<file path="src/rtl/btb_pkg.sv">
// Package with constants and carrier structs for the beeper and timebase block.
package btb_pkg;

    // Beeper divisions of the oscillator clock.
    localparam int unsigned BEEP_DIV_LOW  = 4000;
    localparam int unsigned BEEP_DIV_MID  = 8000;
    localparam int unsigned BEEP_DIV_HIGH = 16000;

    // Timebase periods in oscillator cycles.
    localparam int unsigned TB_PERIOD_0 = 16000;
    localparam int unsigned TB_PERIOD_1 = 32000;
    localparam int unsigned TB_PERIOD_2 = 80000;
    localparam int unsigned TB_PERIOD_3 = 200000;

    // Counter width that holds the longest count.
    localparam int unsigned CNT_W = 18;

    // Beeper select encodings.
    localparam logic [1:0] BEEP_SEL_OFF  = 2'h0;
    localparam logic [1:0] BEEP_SEL_LOW  = 2'h1;
    localparam logic [1:0] BEEP_SEL_MID  = 2'h2;
    localparam logic [1:0] BEEP_SEL_HIGH = 2'h3;

    // Reset values.
    localparam logic [1:0] TB_SEL_RESET = 2'h0;

    // Power modes, Gray coded along run -> clocked halt -> full halt.
    typedef enum logic [1:0]
    {
        BTB_RUN         = 2'b00,
        BTB_ACTIVE_HALT = 2'b01,
        BTB_HALT        = 2'b11
    } btb_mode_e;

    // Software controls of the block.
    typedef struct packed
    {
        logic [1:0] beep_sel;
        logic [1:0] timebase_period_select;
        logic       irq_enable;
        logic       irq_clear;
        logic       active_halt_req;
        logic       halt_req;
        logic       wake;
    } btb_ctrl_s;

    // Status presented back to the core.
    typedef struct packed
    {
        logic       beeper;
        logic       irq;
        logic       irq_flag;
        logic       clock_output_run;
        logic       core_halted;
        btb_mode_e  mode;
    } btb_stat_s;

endpackage

</file>
<file path="src/rtl/btb_divider.sv">
// Free running divider that produces a terminal pulse every 'period' cycles.
`timescale 1ns/10ps
module btb_divider #(
    parameter int unsigned W = 18
)
(
    // Clock and reset.
    input  wire logic         clk,
    input  wire logic         reset,
    // Period in cycles, compared with the count in every cycle.
    input  wire logic [W-1:0] period,
    // Count status.
    output logic [W-1:0]      count,
    output logic              wrap
);

    // Refuse a width too narrow to hold any useful period.
    if (W < 2)
    begin : g_width_check
        $error("btb_divider needs at least two bits");
    end

    // State of the divider.
    typedef struct packed
    {
        logic [W-1:0] cnt;
    } btb_div_s;

    btb_div_s state_reg;
    btb_div_s state_next;

    // Count up to period minus one, then wrap to zero.
    always_comb
    begin
        state_next = state_reg;
        if (wrap)
            state_next.cnt = '0;
        else
            state_next.cnt = state_reg.cnt + W'(1);
    end

    always_ff @(posedge clk)
    begin
        if (reset)
            state_reg <= '0;
        else
            state_reg <= state_next;
    end

    assign count = state_reg.cnt;
    assign wrap  = (state_reg.cnt >= period - W'(1));

endmodule

</file>
<file path="src/rtl/btb_beeper_timebase.sv">
// Beeper generator, oscillator timebase interrupt and power mode control.
`timescale 1ns/10ps
module btb_beeper_timebase #(
    parameter int unsigned TB_P0 = btb_pkg::TB_PERIOD_0,
    parameter int unsigned TB_P1 = btb_pkg::TB_PERIOD_1,
    parameter int unsigned TB_P2 = btb_pkg::TB_PERIOD_2,
    parameter int unsigned TB_P3 = btb_pkg::TB_PERIOD_3
)
(
    // Clock and reset.
    input  wire logic              clk,
    input  wire logic              reset,
    // Software controls.
    input  wire btb_pkg::btb_ctrl_s ctrl,
    // Outputs and status.
    output btb_pkg::btb_stat_s     stat
);

    localparam int unsigned W = btb_pkg::CNT_W;

    // Refuse periods that the counter cannot hold or that leave nothing to count.
    if (TB_P0 < 2 || TB_P1 < 2 || TB_P2 < 2 || TB_P3 < 2 ||
        TB_P0 >= (1 << W) || TB_P1 >= (1 << W) || TB_P2 >= (1 << W) || TB_P3 >= (1 << W))
    begin : g_period_check
        $error("Timebase period out of counter range");
    end

    // Period lookup for the latched selection, used by the divider and the period end check.
    function automatic logic [W-1:0] tb_period(input logic [1:0] sel);
        case (sel)
            2'h0:    tb_period = W'(TB_P0);
            2'h1:    tb_period = W'(TB_P1);
            2'h2:    tb_period = W'(TB_P2);
            default: tb_period = W'(TB_P3);
        endcase
    endfunction

    // Half of a beeper division, the toggle interval.
    function automatic logic [W-1:0] beep_half(input logic [1:0] sel);
        case (sel)
            btb_pkg::BEEP_SEL_LOW:  beep_half = W'(btb_pkg::BEEP_DIV_LOW / 2);
            btb_pkg::BEEP_SEL_MID:  beep_half = W'(btb_pkg::BEEP_DIV_MID / 2);
            default:                beep_half = W'(btb_pkg::BEEP_DIV_HIGH / 2);
        endcase
    endfunction

    // All state of the block except the timebase count, which lives in the divider.
    typedef struct packed
    {
        logic [1:0]        tb_sel;
        logic [W-1:0]      beep_cnt;
        logic              beeper;
        logic              irq_en;
        logic              flag;
        btb_pkg::btb_mode_e mode;
    } btb_state_s;

    btb_state_s   state_reg;
    btb_state_s   state_next;
    logic [W-1:0] tb_count;
    logic         tb_wrap;

    // Timebase counter runs free in every mode; the mask never reaches it.
    btb_divider #(
        .W      (W)
    ) u_timebase (
        .clk    (clk),
        .reset  (reset),
        .period (tb_period(state_reg.tb_sel)),
        .count  (tb_count),
        .wrap   (tb_wrap)
    );

    // Next state: beeper, flag, mask, period latch and power mode.
    always_comb
    begin
        state_next = state_reg;
        // A new period only lands on the wrap, so the running period never shifts.
        if (tb_wrap)
            state_next.tb_sel = ctrl.timebase_period_select;
        // Beeper keeps toggling whatever the power mode.
        if (ctrl.beep_sel == btb_pkg::BEEP_SEL_OFF)
        begin
            state_next.beep_cnt = '0;
            state_next.beeper   = 1'b0;
        end
        else if (state_reg.beep_cnt >= beep_half(ctrl.beep_sel) - W'(1))
        begin
            state_next.beep_cnt = '0;
            state_next.beeper   = ~state_reg.beeper;
        end
        else
            state_next.beep_cnt = state_reg.beep_cnt + W'(1);
        state_next.irq_en = ctrl.irq_enable;
        // Set wins over a clear in the same cycle, so no period is lost.
        if (tb_wrap)
            state_next.flag = 1'b1;
        else if (ctrl.irq_clear)
            state_next.flag = 1'b0;
        case (state_reg.mode)
            btb_pkg::BTB_RUN:
            begin
                if (ctrl.active_halt_req)
                begin
                    state_next.mode   = btb_pkg::BTB_ACTIVE_HALT;
                    state_next.irq_en = 1'b1;
                end
                else if (ctrl.halt_req)
                    state_next.mode = btb_pkg::BTB_HALT;
            end
            btb_pkg::BTB_ACTIVE_HALT:
            begin
                state_next.irq_en = 1'b1;
                if (ctrl.wake || (state_reg.flag && state_reg.irq_en))
                    state_next.mode = btb_pkg::BTB_RUN;
            end
            btb_pkg::BTB_HALT:
            begin
                // Only an external wake ends full halt; the timebase cannot.
                if (ctrl.wake)
                    state_next.mode = btb_pkg::BTB_RUN;
            end
            default: state_next.mode = btb_pkg::BTB_RUN;
        endcase
    end

    always_ff @(posedge clk)
    begin
        if (reset)
        begin
            state_reg        <= '0;
            state_reg.tb_sel <= btb_pkg::TB_SEL_RESET;
            state_reg.mode   <= btb_pkg::BTB_RUN;
        end
        else
            state_reg <= state_next;
    end

    // Status is taken straight from registers, filled in one process so it has one driver.
    always_comb
    begin
        stat.beeper           = state_reg.beeper;
        stat.irq              = state_reg.flag & state_reg.irq_en;
        stat.irq_flag         = state_reg.flag;
        stat.clock_output_run = (state_reg.mode == btb_pkg::BTB_RUN);
        stat.core_halted      = (state_reg.mode != btb_pkg::BTB_RUN);
        stat.mode             = state_reg.mode;
    end
endmodule

</file>
<file path="config.mk">
export PLATFORM = sky130hd
export DESIGN_NAME = btb_beeper_timebase
export DESIGN_NICKNAME = d
export VERILOG_FILES = /design/src/rtl/btb_pkg.sv /design/src/rtl/btb_divider.sv /design/src/rtl/btb_beeper_timebase.sv
export SDC_FILE = /design/constraint.sdc
export NUM_CORES = 1
export LEC_CHECK = 0
export BUFFER_PORTS_ARGS = -buffer_cell sky130_fd_sc_hd__buf_2
export CAP_MARGIN = 20
export CORE_ASPECT_RATIO = 0.75
export CORE_MARGIN = 1.5
export CORE_UTILIZATION = 50
export CTS_CLUSTER_DIAMETER = 40
export CTS_CLUSTER_SIZE = 28
export DETAILED_ROUTE_END_ITERATION = 8
export PLACE_DENSITY = 0.74
export SLEW_MARGIN = 10
export SYNTH_ARGS = -nofsm -noshare
export SYNTH_HDL_FRONTEND = slang
export SYNTH_HIERARCHICAL = 1
export SYNTH_SLANG_ARGS = --single-unit
export TNS_END_PERCENT = 100
</file>
<file path="constraint.sdc">
create_clock -name clk -period 2.9 [get_ports clk]
set_clock_uncertainty 0.2 [all_clocks]
set_input_delay 0.145 -clock clk [delete_from_list [all_inputs] [get_ports clk]]
set_output_delay 0.145 -clock clk [all_outputs]
set_load 0.005 [all_outputs]
</file>
==> metrics.yaml, run 1 <==
status: "finished, final reports clean"
r2r_start: "state_reg[24]"
maxSlewViolCount: 0
io_buffer_count: 17
crit_path_end_kind: "flip-flop"
netlist_area_um2: 2825
synth-edff-count: 0
power_density_nw_per_um2: 378.6
synth_top_area_frac: 0.3047
routed_wl_mm: 5.287
combPwrFrac: 0.092
crit_start: "state_reg[24]"
yosys-top-cells-area: "dfxtp_1, ha_1, xnor2_1, nor2_1, xor2_1"
gp_congestion: 0.8243
finalCritPeriodShare: 0.9312
nets: 424
met1_usage: 0.2560
io_pins: 18
period_needed_ps: 2701
timing.rr.end: "state_reg[24]"
ys_seq_area_frac: 0.3047
ys_types: 47
cts_buffers: 5
clockBufferDepth: 2
drt_iter0_drc: 92
overflow: 0
r2r_cells: 12
crit_type: "flip-flop to flip-flop"
globalRoute.busiestLayer: "met2"
synth_flop_cell: "dfxtp_1"
yosys.area.top_type: "dfxtp_1"
die_area_um2: 6115
use_met3: 0.03889
synthCells: 321
yosys_register_bits: 43
post-route-cell-area_um2: 3372
timing.fmax_ghz: 0.3703
cts_setup_buffers: 0
ant_nets: 0
vias: 2268
p_clk_frac: 0.428
core-area_um2: 5381
ys_async_sr_fraction: 0
crit_required_ps: 2900
hp-class: "input port to flip-flop"
use_met2: 0.2595
grt_pass1_vias: 1868
grt_max_degree: 19
die_y_um: 68.10
synthToLayoutAreaGrowth_pct: 19.35
htree_levels: 2
hold_viol: 0
dp_hpwl_mm: 4.055
power.switching_mw: 0.2744
n_fill_cell: 446
grt_antenna_before_repair: 0
clock-sinks: 43
crit_arrival_ps: 2700
r2r_slack_ps: 200
crit_path_end: "state_reg[24]"
syn_area_per_cell_um2: 8.801
cellLeakagePower_nw: 1.385
critPathMaxFanout: 4
grt_pass1_wl_mm: 8.569
drt_first_pass_iters: 4
grt_util_all_layers: 0.1769
rows: 23
multi_input_area_um2: 1951
worst_setup_path_start_kind: "flip-flop"
clk_root_buffer_cell: "clkbuf_8"
route.detailed.drc: 0
path_clk_slew_ps: 90
ff_latch_area_um2: 862.1
drive_above_1_share: 0.1645
start_util: 0.5250
seqPwrFrac: 0.480
setup_viol: 0
cts_tree: "built"
intPower_mw: 1.002
clk_latency_ps: 300
ys_warn_count: 6
placed_cell_area_um2: 3108
wire_per_inst_um: 11.54
tns_ps: 0
ir_drop_mv: 0.4249
diodes: 0
largest_reg_flops: 21
max_cap_violations: 0
viasPerCell: 4.952
rsz0062_at_grt: "false"
p_sw_frac: 0.2150
fp.dieW_um: 89.80
[per-layer routing]
layer,wire [µm],up-vias,part of all wire
met1,2834,1019,0.54
met5,0,-,0
met4,54,0,0.010
li1,-,1201,-
met2,2100,43,0.40
met3,297,5,0.056
[how the worst min path moves through the flow]
| stage | start | depth (start not counted) | to |
|---|---|---|---|
| 2_1_floorplan | ctrl[4] | 2 | state_reg[3] |
| 3_3_place_gp | ctrl[4] | 3 | state_reg[3] |
| 4_1_cts | ctrl[7] | 6 | stat[6] |
| 3_5_place_dp | ctrl[4] | 3 | state_reg[3] |
| 5_1_grt | ctrl[7] | 6 | stat[6] |
| 6_report | ctrl[7] | 6 | stat[6] |
[logic make-up (layout without fill, tap and decap cells)]
family | after synthesis | count (layout) | synth area share
flip-flops | 43 | 43 | 0.3047
adder cells (fa/ha/maj) | 31 | 31 | 0.1373
AO/OA/AOI/OAI | 27 | 27 | 0.06422
other | 2 | 32 | 0.002658
multiplexers | 2 | 2 | 0.007086
XOR/XNOR | 44 | 44 | 0.1364
AND/OR/NAND/NOR | 141 | 141 | 0.2914
buffers and inverters | 31 | 63 | 0.05624
[cell usage in the layout (no fill, tap or decap), types with 10 or more instances in the layout]
cell           synthesis  layout
xnor2_1               30      30
nand2_1               20      19
a21oi_1               12      12
ha_1                  31      31
dlygate4sd3_1          0      10
inv_1                 20      20
buf_2                  0      17
nor3_1                17      17
nor2_1                41      41
nand3_1               16      16
nor3_2                11      11
xor2_1                14      14
conb_1                 2      32
dfxtp_1               43      42
[final cells by class]
| cell class | count | area share |
|---|---|---|
| Tap cell | 75 | 0.02783 |
| Clock buffer | 6 | 0.02152 |
| Inverter | 20 | 0.02226 |
| Timing Repair Buffer | 35 | 0.07644 |
| Sequential cell | 43 | 0.2557 |
| Multi-Input combinational cell | 277 | 0.5785 |
| Clock inverter | 2 | 0.01781 |
[synthesized netlist by cell type (2+ instances only)]
library cell,count
and3_1,3
nand3_1,16
nand2_1,20
ha_1,31
nor4_1,4
dfxtp_1,43
xor2_1,14
nor2_1,41
clkbuf_1,4
nor3_1,17
nor4_2,2
nand2b_1,2
nor3b_1,2
nand3_2,2
xnor2_1,30
conb_1,2
mux2i_1,2
inv_1,20
buf_4,5
nor3_2,11
a21oi_1,12
or4_4,3
o21ai_0,5
nand4_1,7
[power groups by stage]
stage / logic [mW] / registers [mW] / clock network (mW)
after floorplan: 0.0784 / 0.624 / 0
after global placement: 0.0989 / 0.626 / 0
after detailed placement: 0.101 / 0.627 / 0
after CTS: 0.114 / 0.613 / 0.558
after global routing: 0.132 / 0.615 / 0.584
final: 0.117 / 0.613 / 0.547
[what timing repair did]
item | CTS | global route
hold buffers | 10 | 0
hold endpoints to repair | 6 | 0
setup endpoints to repair | 2 | 21
resized for setup | 1 | 4
pin swaps | 0 | 1
[worst max-delay path, stage by stage (launching register included)]
cell and delay, ps:
dfxtp_1 400, nor2_1 120, nor4_4 280, nand2b_1 110, nor2_1 140, xnor2_1 130
ha_1 160, nand4_1 170, nor4_4 330, nand3_1 110, nand3_1 170, mux2i_1 210
nor2_1 60
[metrics by stage]
stage	worst slack, ps	power, mW	instances	hold WS (ps)	util
after floorplan	29.66	0.7025	351	65.67	-
after global placement	159.6	0.7250	440	158.4	0.5775
after detailed placement	12.41	0.7279	440	162.4	0.5775
after CTS	89.72	1.285	458	258.3	0.6219
after global routing	7.114	1.331	458	306.4	0.6266
final	199.4	1.276	458	259.3	0.6266
Note: power is estimated with default switching activity, not from simulation.
==> run 2, diff against run 1 <==
--- a/config.mk
+++ b/config.mk
@@ -5,6 +5,7 @@
 export SDC_FILE = /design/constraint.sdc
 export NUM_CORES = 1
 export LEC_CHECK = 0
+export ABC_AREA = 1
 export BUFFER_PORTS_ARGS = -buffer_cell sky130_fd_sc_hd__buf_2
 export CAP_MARGIN = 20
 export CORE_ASPECT_RATIO = 0.75
==> metrics.yaml, run 2 <==
status: "finished, final reports clean"
clk_root_buffer_cell: "clkbuf_8"
synthCells: 420
cellLeakagePower_nw: 1.578
synth_flop_cell: "dfxtp_1"
final_common_cell: "nand2_1"
setup_viol: 0
wire_per_inst_um: 10.72
ys_async_sr_fraction: 0
worst_setup_path_start_kind: "flip-flop"
ant_nets: 0
power_density_nw_per_um2: 353.0
routed_wl_mm: 5.853
viasPerCell: 4.531
drt_iter0_drc: 146
clock-sinks: 43
cts_tree: "built"
holdWs_ps: 95.19
hold_viol: 0
timing.fmax_ghz: 0.3793
netlist_area_um2: 3028
final_cell_mix: "nand2_1, nor2_1, inv_1"
start_util: 0.5198
grt_max_degree: 19
grt_util_all_layers: 0.1965
die_y_um: 70.40
synth_top_area_frac: 0.2843
dp_hpwl_mm: 4.508
synth.most_common_cell: "nand2_1"
rows: 24
fin_cells: 546
synth-edff-count: 0
clockBufferDepth: 2
n_fill_cell: 544
syn_area_per_cell_um2: 7.209
drt_first_pass_iters: 4
htree_levels: 2
synth_commonest_cells: "nand2_1, nor2_1, inv_1"
drive_above_1_share: 0.1261
hp-class: "input port to flip-flop"
finalCritPeriodShare: 0.9090
synthToLayoutAreaGrowth_pct: 13.43
critPathMaxFanout: 7
crit_required_ps: 2890
period_needed_ps: 2636
crit_type: "flip-flop to flip-flop"
ys_types: 37
ir_drop_mv: 0.2918
vias: 2474
post-place-cells: 530
cts_buffers: 5
io_pins: 18
yosys.area.top_type: "dfxtp_1"
nets: 509
die_area_um2: 6537
clk_latency_ps: 290
core-area_um2: 5826
tns_ps: 0
grt_pass1_vias: 2307
path_clk_slew_ps: 90
crit_arrival_ps: 2630
yosys_register_bits: 43
maxSlewViolCount: 0
overflow: 0
route.detailed.drc: 0
io_buffer_count: 17
largest_reg_flops: 21
grt_pass1_wl_mm: 10.27
diodes: 0
rsz0062_at_grt: "false"
ys_seq_area_frac: 0.2843
ys_warn_count: 6
yosys-top-cells-area: "dfxtp_1, ha_1, nand2_1, nor2_1, xor2_1"
fp.dieW_um: 92.86
crit_path_end_kind: "flip-flop"
gp_congestion: 0.9089
max_cap_violations: 0
grt_antenna_before_repair: 0
## run 2: changes by cell type after synthesis, sizes merged, moves of 4 or more
cell,delta
inv,+37
nand2,+65
nand3,+6
nand4,-5
nor2,+47
nor3,-24
nor4,-5
or2,+5
or4,-4
xnor2,-20
xor2,+13
## run 2: per-layer routing
layer	wire [µm]	share of wire	vias to the layer above	GRT usage
met5	0	0	-	0
met4	50	0.0085	0	0.04714
met3	270	0.046	4	0.03268
met2	2486	0.42	49	0.3017
met1	3046	0.52	1059	0.2852
li1	-	-	1362	-
## run 2: what timing repair did
item                                    in CTS  in global routing
endpoints found under the setup margin       0                  3
hold endpoints to repair                     5                  0
resized for setup                            0                  2
setup buffers                                0                  0
hold buffers                                 8                  0
## run 2: critical path: stages (launching register included)
cell,delay (ps)
dfxtp_1,370
nand2_1,100
inv_1,100
nor2_1,140
nand3_1,110
nor2_1,200
xor2_1,110
ha_1,280
nand2_1,80
nor2_2,170
nand3_1,90
nor2_1,120
nor2_2,70
nand3_1,100
inv_1,90
o21ai_0,150
a21oi_1,50
## run 2: logic make-up (layout without fill, tap and decap cells)
group	after synthesis	in the layout	synth area share
compound gates	24	24	0.04463
xor+xnor	37	37	0.1095
fa+ha+maj	31	31	0.1281
buf+inv	66	91	0.09298
flops	43	43	0.2843
other cells	2	25	0.002480
simple gates	217	217	0.3380
## run 2: area by class of cell
type | instances | area [µm²] | share of cell area
clock buffer | 5 | 68.82 | 0.02004
inverter | 57 | 214.0 | 0.06230
timing repair buffer | 26 | 172.7 | 0.05027
tap | 78 | 97.59 | 0.02842
multi-input combinational | 334 | 1977 | 0.5756
sequential | 43 | 860.8 | 0.2506
clock inverter | 3 | 43.79 | 0.01275
## run 2: worst paths after layout
path | from | cells past startpoint | endpoint | slack [ps]
worst max-delay path | state_reg[24] | 16 | state_reg[23] | 260
worst max register to register | state_reg[24] | 16 | state_reg[23] | 260
worst min-delay path | ctrl[0] | 5 | stat[1] | 100
worst min register to register | state_reg[5] | 1 | state_reg[5] | 280
## run 2: per-stage QoR
step	instance area, µm²	setup slack [ps]	total power, mW	util
after floorplan	3114	318.1	0.7142	-
after global placement	3237	382.0	0.7314	0.5556
after detailed placement	3237	275.6	0.7356	0.5556
after CTS	3430	250.7	1.216	0.5887
after global routing	3435	2.419	1.271	0.5896
final	3435	263.9	1.212	0.5896
## run 2: where the power goes
part / total, mW / switching, mW / internal, mW / leakage [nW]
clock network: 0.475 / 0.219 / 0.257 / 0.0581
logic: 0.123 / 0.0676 / 0.0550 / 1.17
registers: 0.614 / 0.0116 / 0.603 / 0.350
==> run 3, diff against run 2 <==
--- a/config.mk
+++ b/config.mk
@@ -10,11 +10,10 @@
 export CAP_MARGIN = 20
 export CORE_ASPECT_RATIO = 0.75
 export CORE_MARGIN = 1.5
-export CORE_UTILIZATION = 50
+export CORE_UTILIZATION = 44
 export CTS_CLUSTER_DIAMETER = 40
 export CTS_CLUSTER_SIZE = 28
 export DETAILED_ROUTE_END_ITERATION = 8
-export PLACE_DENSITY = 0.74
 export SLEW_MARGIN = 10
 export SYNTH_ARGS = -nofsm -noshare
 export SYNTH_HDL_FRONTEND = slang
==> metrics.yaml, run 3 (synthesized netlist as in run 2, its figures left out) <==
status: "finished, final reports clean"
largest_reg_flops: 21
period_needed_ps: 2633
io_buffer_count: 17
hp-class: "input port to flip-flop"
worst_setup_path_start_kind: "flip-flop"
final_common_cell: "nand2_1"
critPathMaxFanout: 7
crit_path_max_incr_delay_ps: 360
crit_required_ps: 2890
cellLeakagePower_nw: 1.596
ir_drop_mv: 0.2666
place_ws_ps: 186.0
power_density_nw_per_um2: 351.1
worst_slack_ps: 267.1
max_cap_violations: 0
vias: 2514
setup_viol: 0
io_pins: 18
r2r_cells: 15
placed_cell_area_um2: 3241
post-route-cell-area_um2: 3468
nets: 511
grt_max_degree: 19
crit_cells: 15
synthToLayoutAreaGrowth_pct: 14.55
cts_tree: "built"
core-area_um2: 6475
clock-sinks: 43
viasPerCell: 4.563
rsz0062_at_grt: "true"
overflow: 0
crit_path_end_kind: "flip-flop"
drt_first_pass_iters: 4
finalPower_mw: 1.218
tns_ps: 0
grt_antenna_before_repair: 0
finish.utilization: 0.5357
grt_util_all_layers: 0.1755
dp_hpwl_mm: 4.644
path_clk_slew_ps: 80
crit_type: "flip-flop to flip-flop"
drive_above_1_share: 0.1298
routed_wl_mm: 5.904
crit_arrival_ps: 2620
clk_latency_ps: 300
htree_levels: 2
gp_congestion: 0.8165
clk_root_buffer_cell: "clkbuf_8"
final_cell_mix: "nand2_1, nor2_1, inv_1"
hold_path_depth: 4
clockBufferDepth: 2
rows: 25
fp.dieW_um: 98.79
grt_pass1_wl_mm: 10.15
drt_iter0_drc: 105
wire_per_inst_um: 10.72
grt_pass1_vias: 2199
cts_buffers: 5
crit_slowest_cell: "dfxtp_1"
crit_family: "simple AND/OR/NAND/NOR gates"
die_area_um2: 7393
hold_viol: 0
cp_num_buf_inv: 1
maxSlewViolCount: 0
die_y_um: 74.84
ant_nets: 0
start_util: 0.4676
timing.fmax_ghz: 0.3798
diodes: 0
route.detailed.drc: 0
crit_chain: "nand2_1 -> inv_1 -> nor2_1 -> nand3_1 -> nor2_2 -> xor2_1 -> ha_1 -> nand2_1 -> nor2_2 -> nand3_1 -> nor2_1 -> nor2_2 -> nand3_1 -> o21ai_0 -> nor2_1"
finalCritPeriodShare: 0.9079
==> run 3: cell types whose count changed in the layout (fill, tap and decap cells not counted) <==
| cell | before | now |
|---|---|---|
| o21ai_1 | 1 | 2 |
| dlygate4sd3_1 | 8 | 9 |
| buf_12 | 0 | 1 |
| inv_1 | 55 | 54 |
| inv_2 | 2 | 3 |
| o21ai_0 | 6 | 5 |
==> run 3: metal layers <==
layer / up-vias / global-route usage / share of wire
met2: 35 / 0.2529 / 0.39
li1: 1371 / - / -
met4: 0 / 0.03333 / 0.0041
met5: - / 0 / 0
met3: 2 / 0.03900 / 0.031
met1: 1106 / 0.2682 / 0.58
==> run 3: area by class of cell <==
class | instances | area [µm²]
multi-input cells | 334 | 1977
clock inverters | 3 | 43.79
clock buffers | 5 | 68.82
well taps | 81 | 101.3
flip-flops and latches | 43 | 860.8
fillers | 641 | 3007
inverters | 57 | 214.0
repair buffers | 28 | 202.7
==> run 3: metrics by stage <==
step	hold WS (ps)	std cells
finish	101.1	551
global route	111.4	551
CTS	81.60	550
detailed placement	174.3	533
global placement	166.2	533
floorplan	14.07	443
==> run 3: path summary, 6_finish.rpt <==
kind,startpoint,endpoint,slack (ps)
min reg2reg,state_reg[5],state_reg[5],260
max,state_reg[24],state_reg[24],270
max reg2reg,state_reg[24],state_reg[24],270
min,ctrl[2],stat[1],100
==> run 3: report_power, final <==
part	leakage [nW]	total, mW	internal, mW	switching, mW
combinational	1.19	0.129	0.0594	0.0691
sequential	0.350	0.615	0.603	0.0122
clock	0.0581	0.474	0.257	0.217
total	1.60	1.22	0.919	0.299
==> run 3: what timing repair did <==
item | in CTS | in global routing
endpoints found under the hold margin | 5 | 0
endpoints found under the setup margin | 0 | 12
resized for setup | 0 | 4
buffers inserted | 0 | 1
hold buffers | 9 | 0
==> run 3: worst reg2reg max path, stage by stage (launching register included) <==
cell and delay (ps):
dfxtp_1 360, nand2_1 100, inv_1 100, nor2_1 140, nand3_1 120, nor2_2 160, xor2_1 210, ha_1 270
nand2_1 100, nor2_2 60, nand3_1 80, nor2_1 50, nor2_2 140, nand3_1 150, o21ai_0 220, nor2_1 60
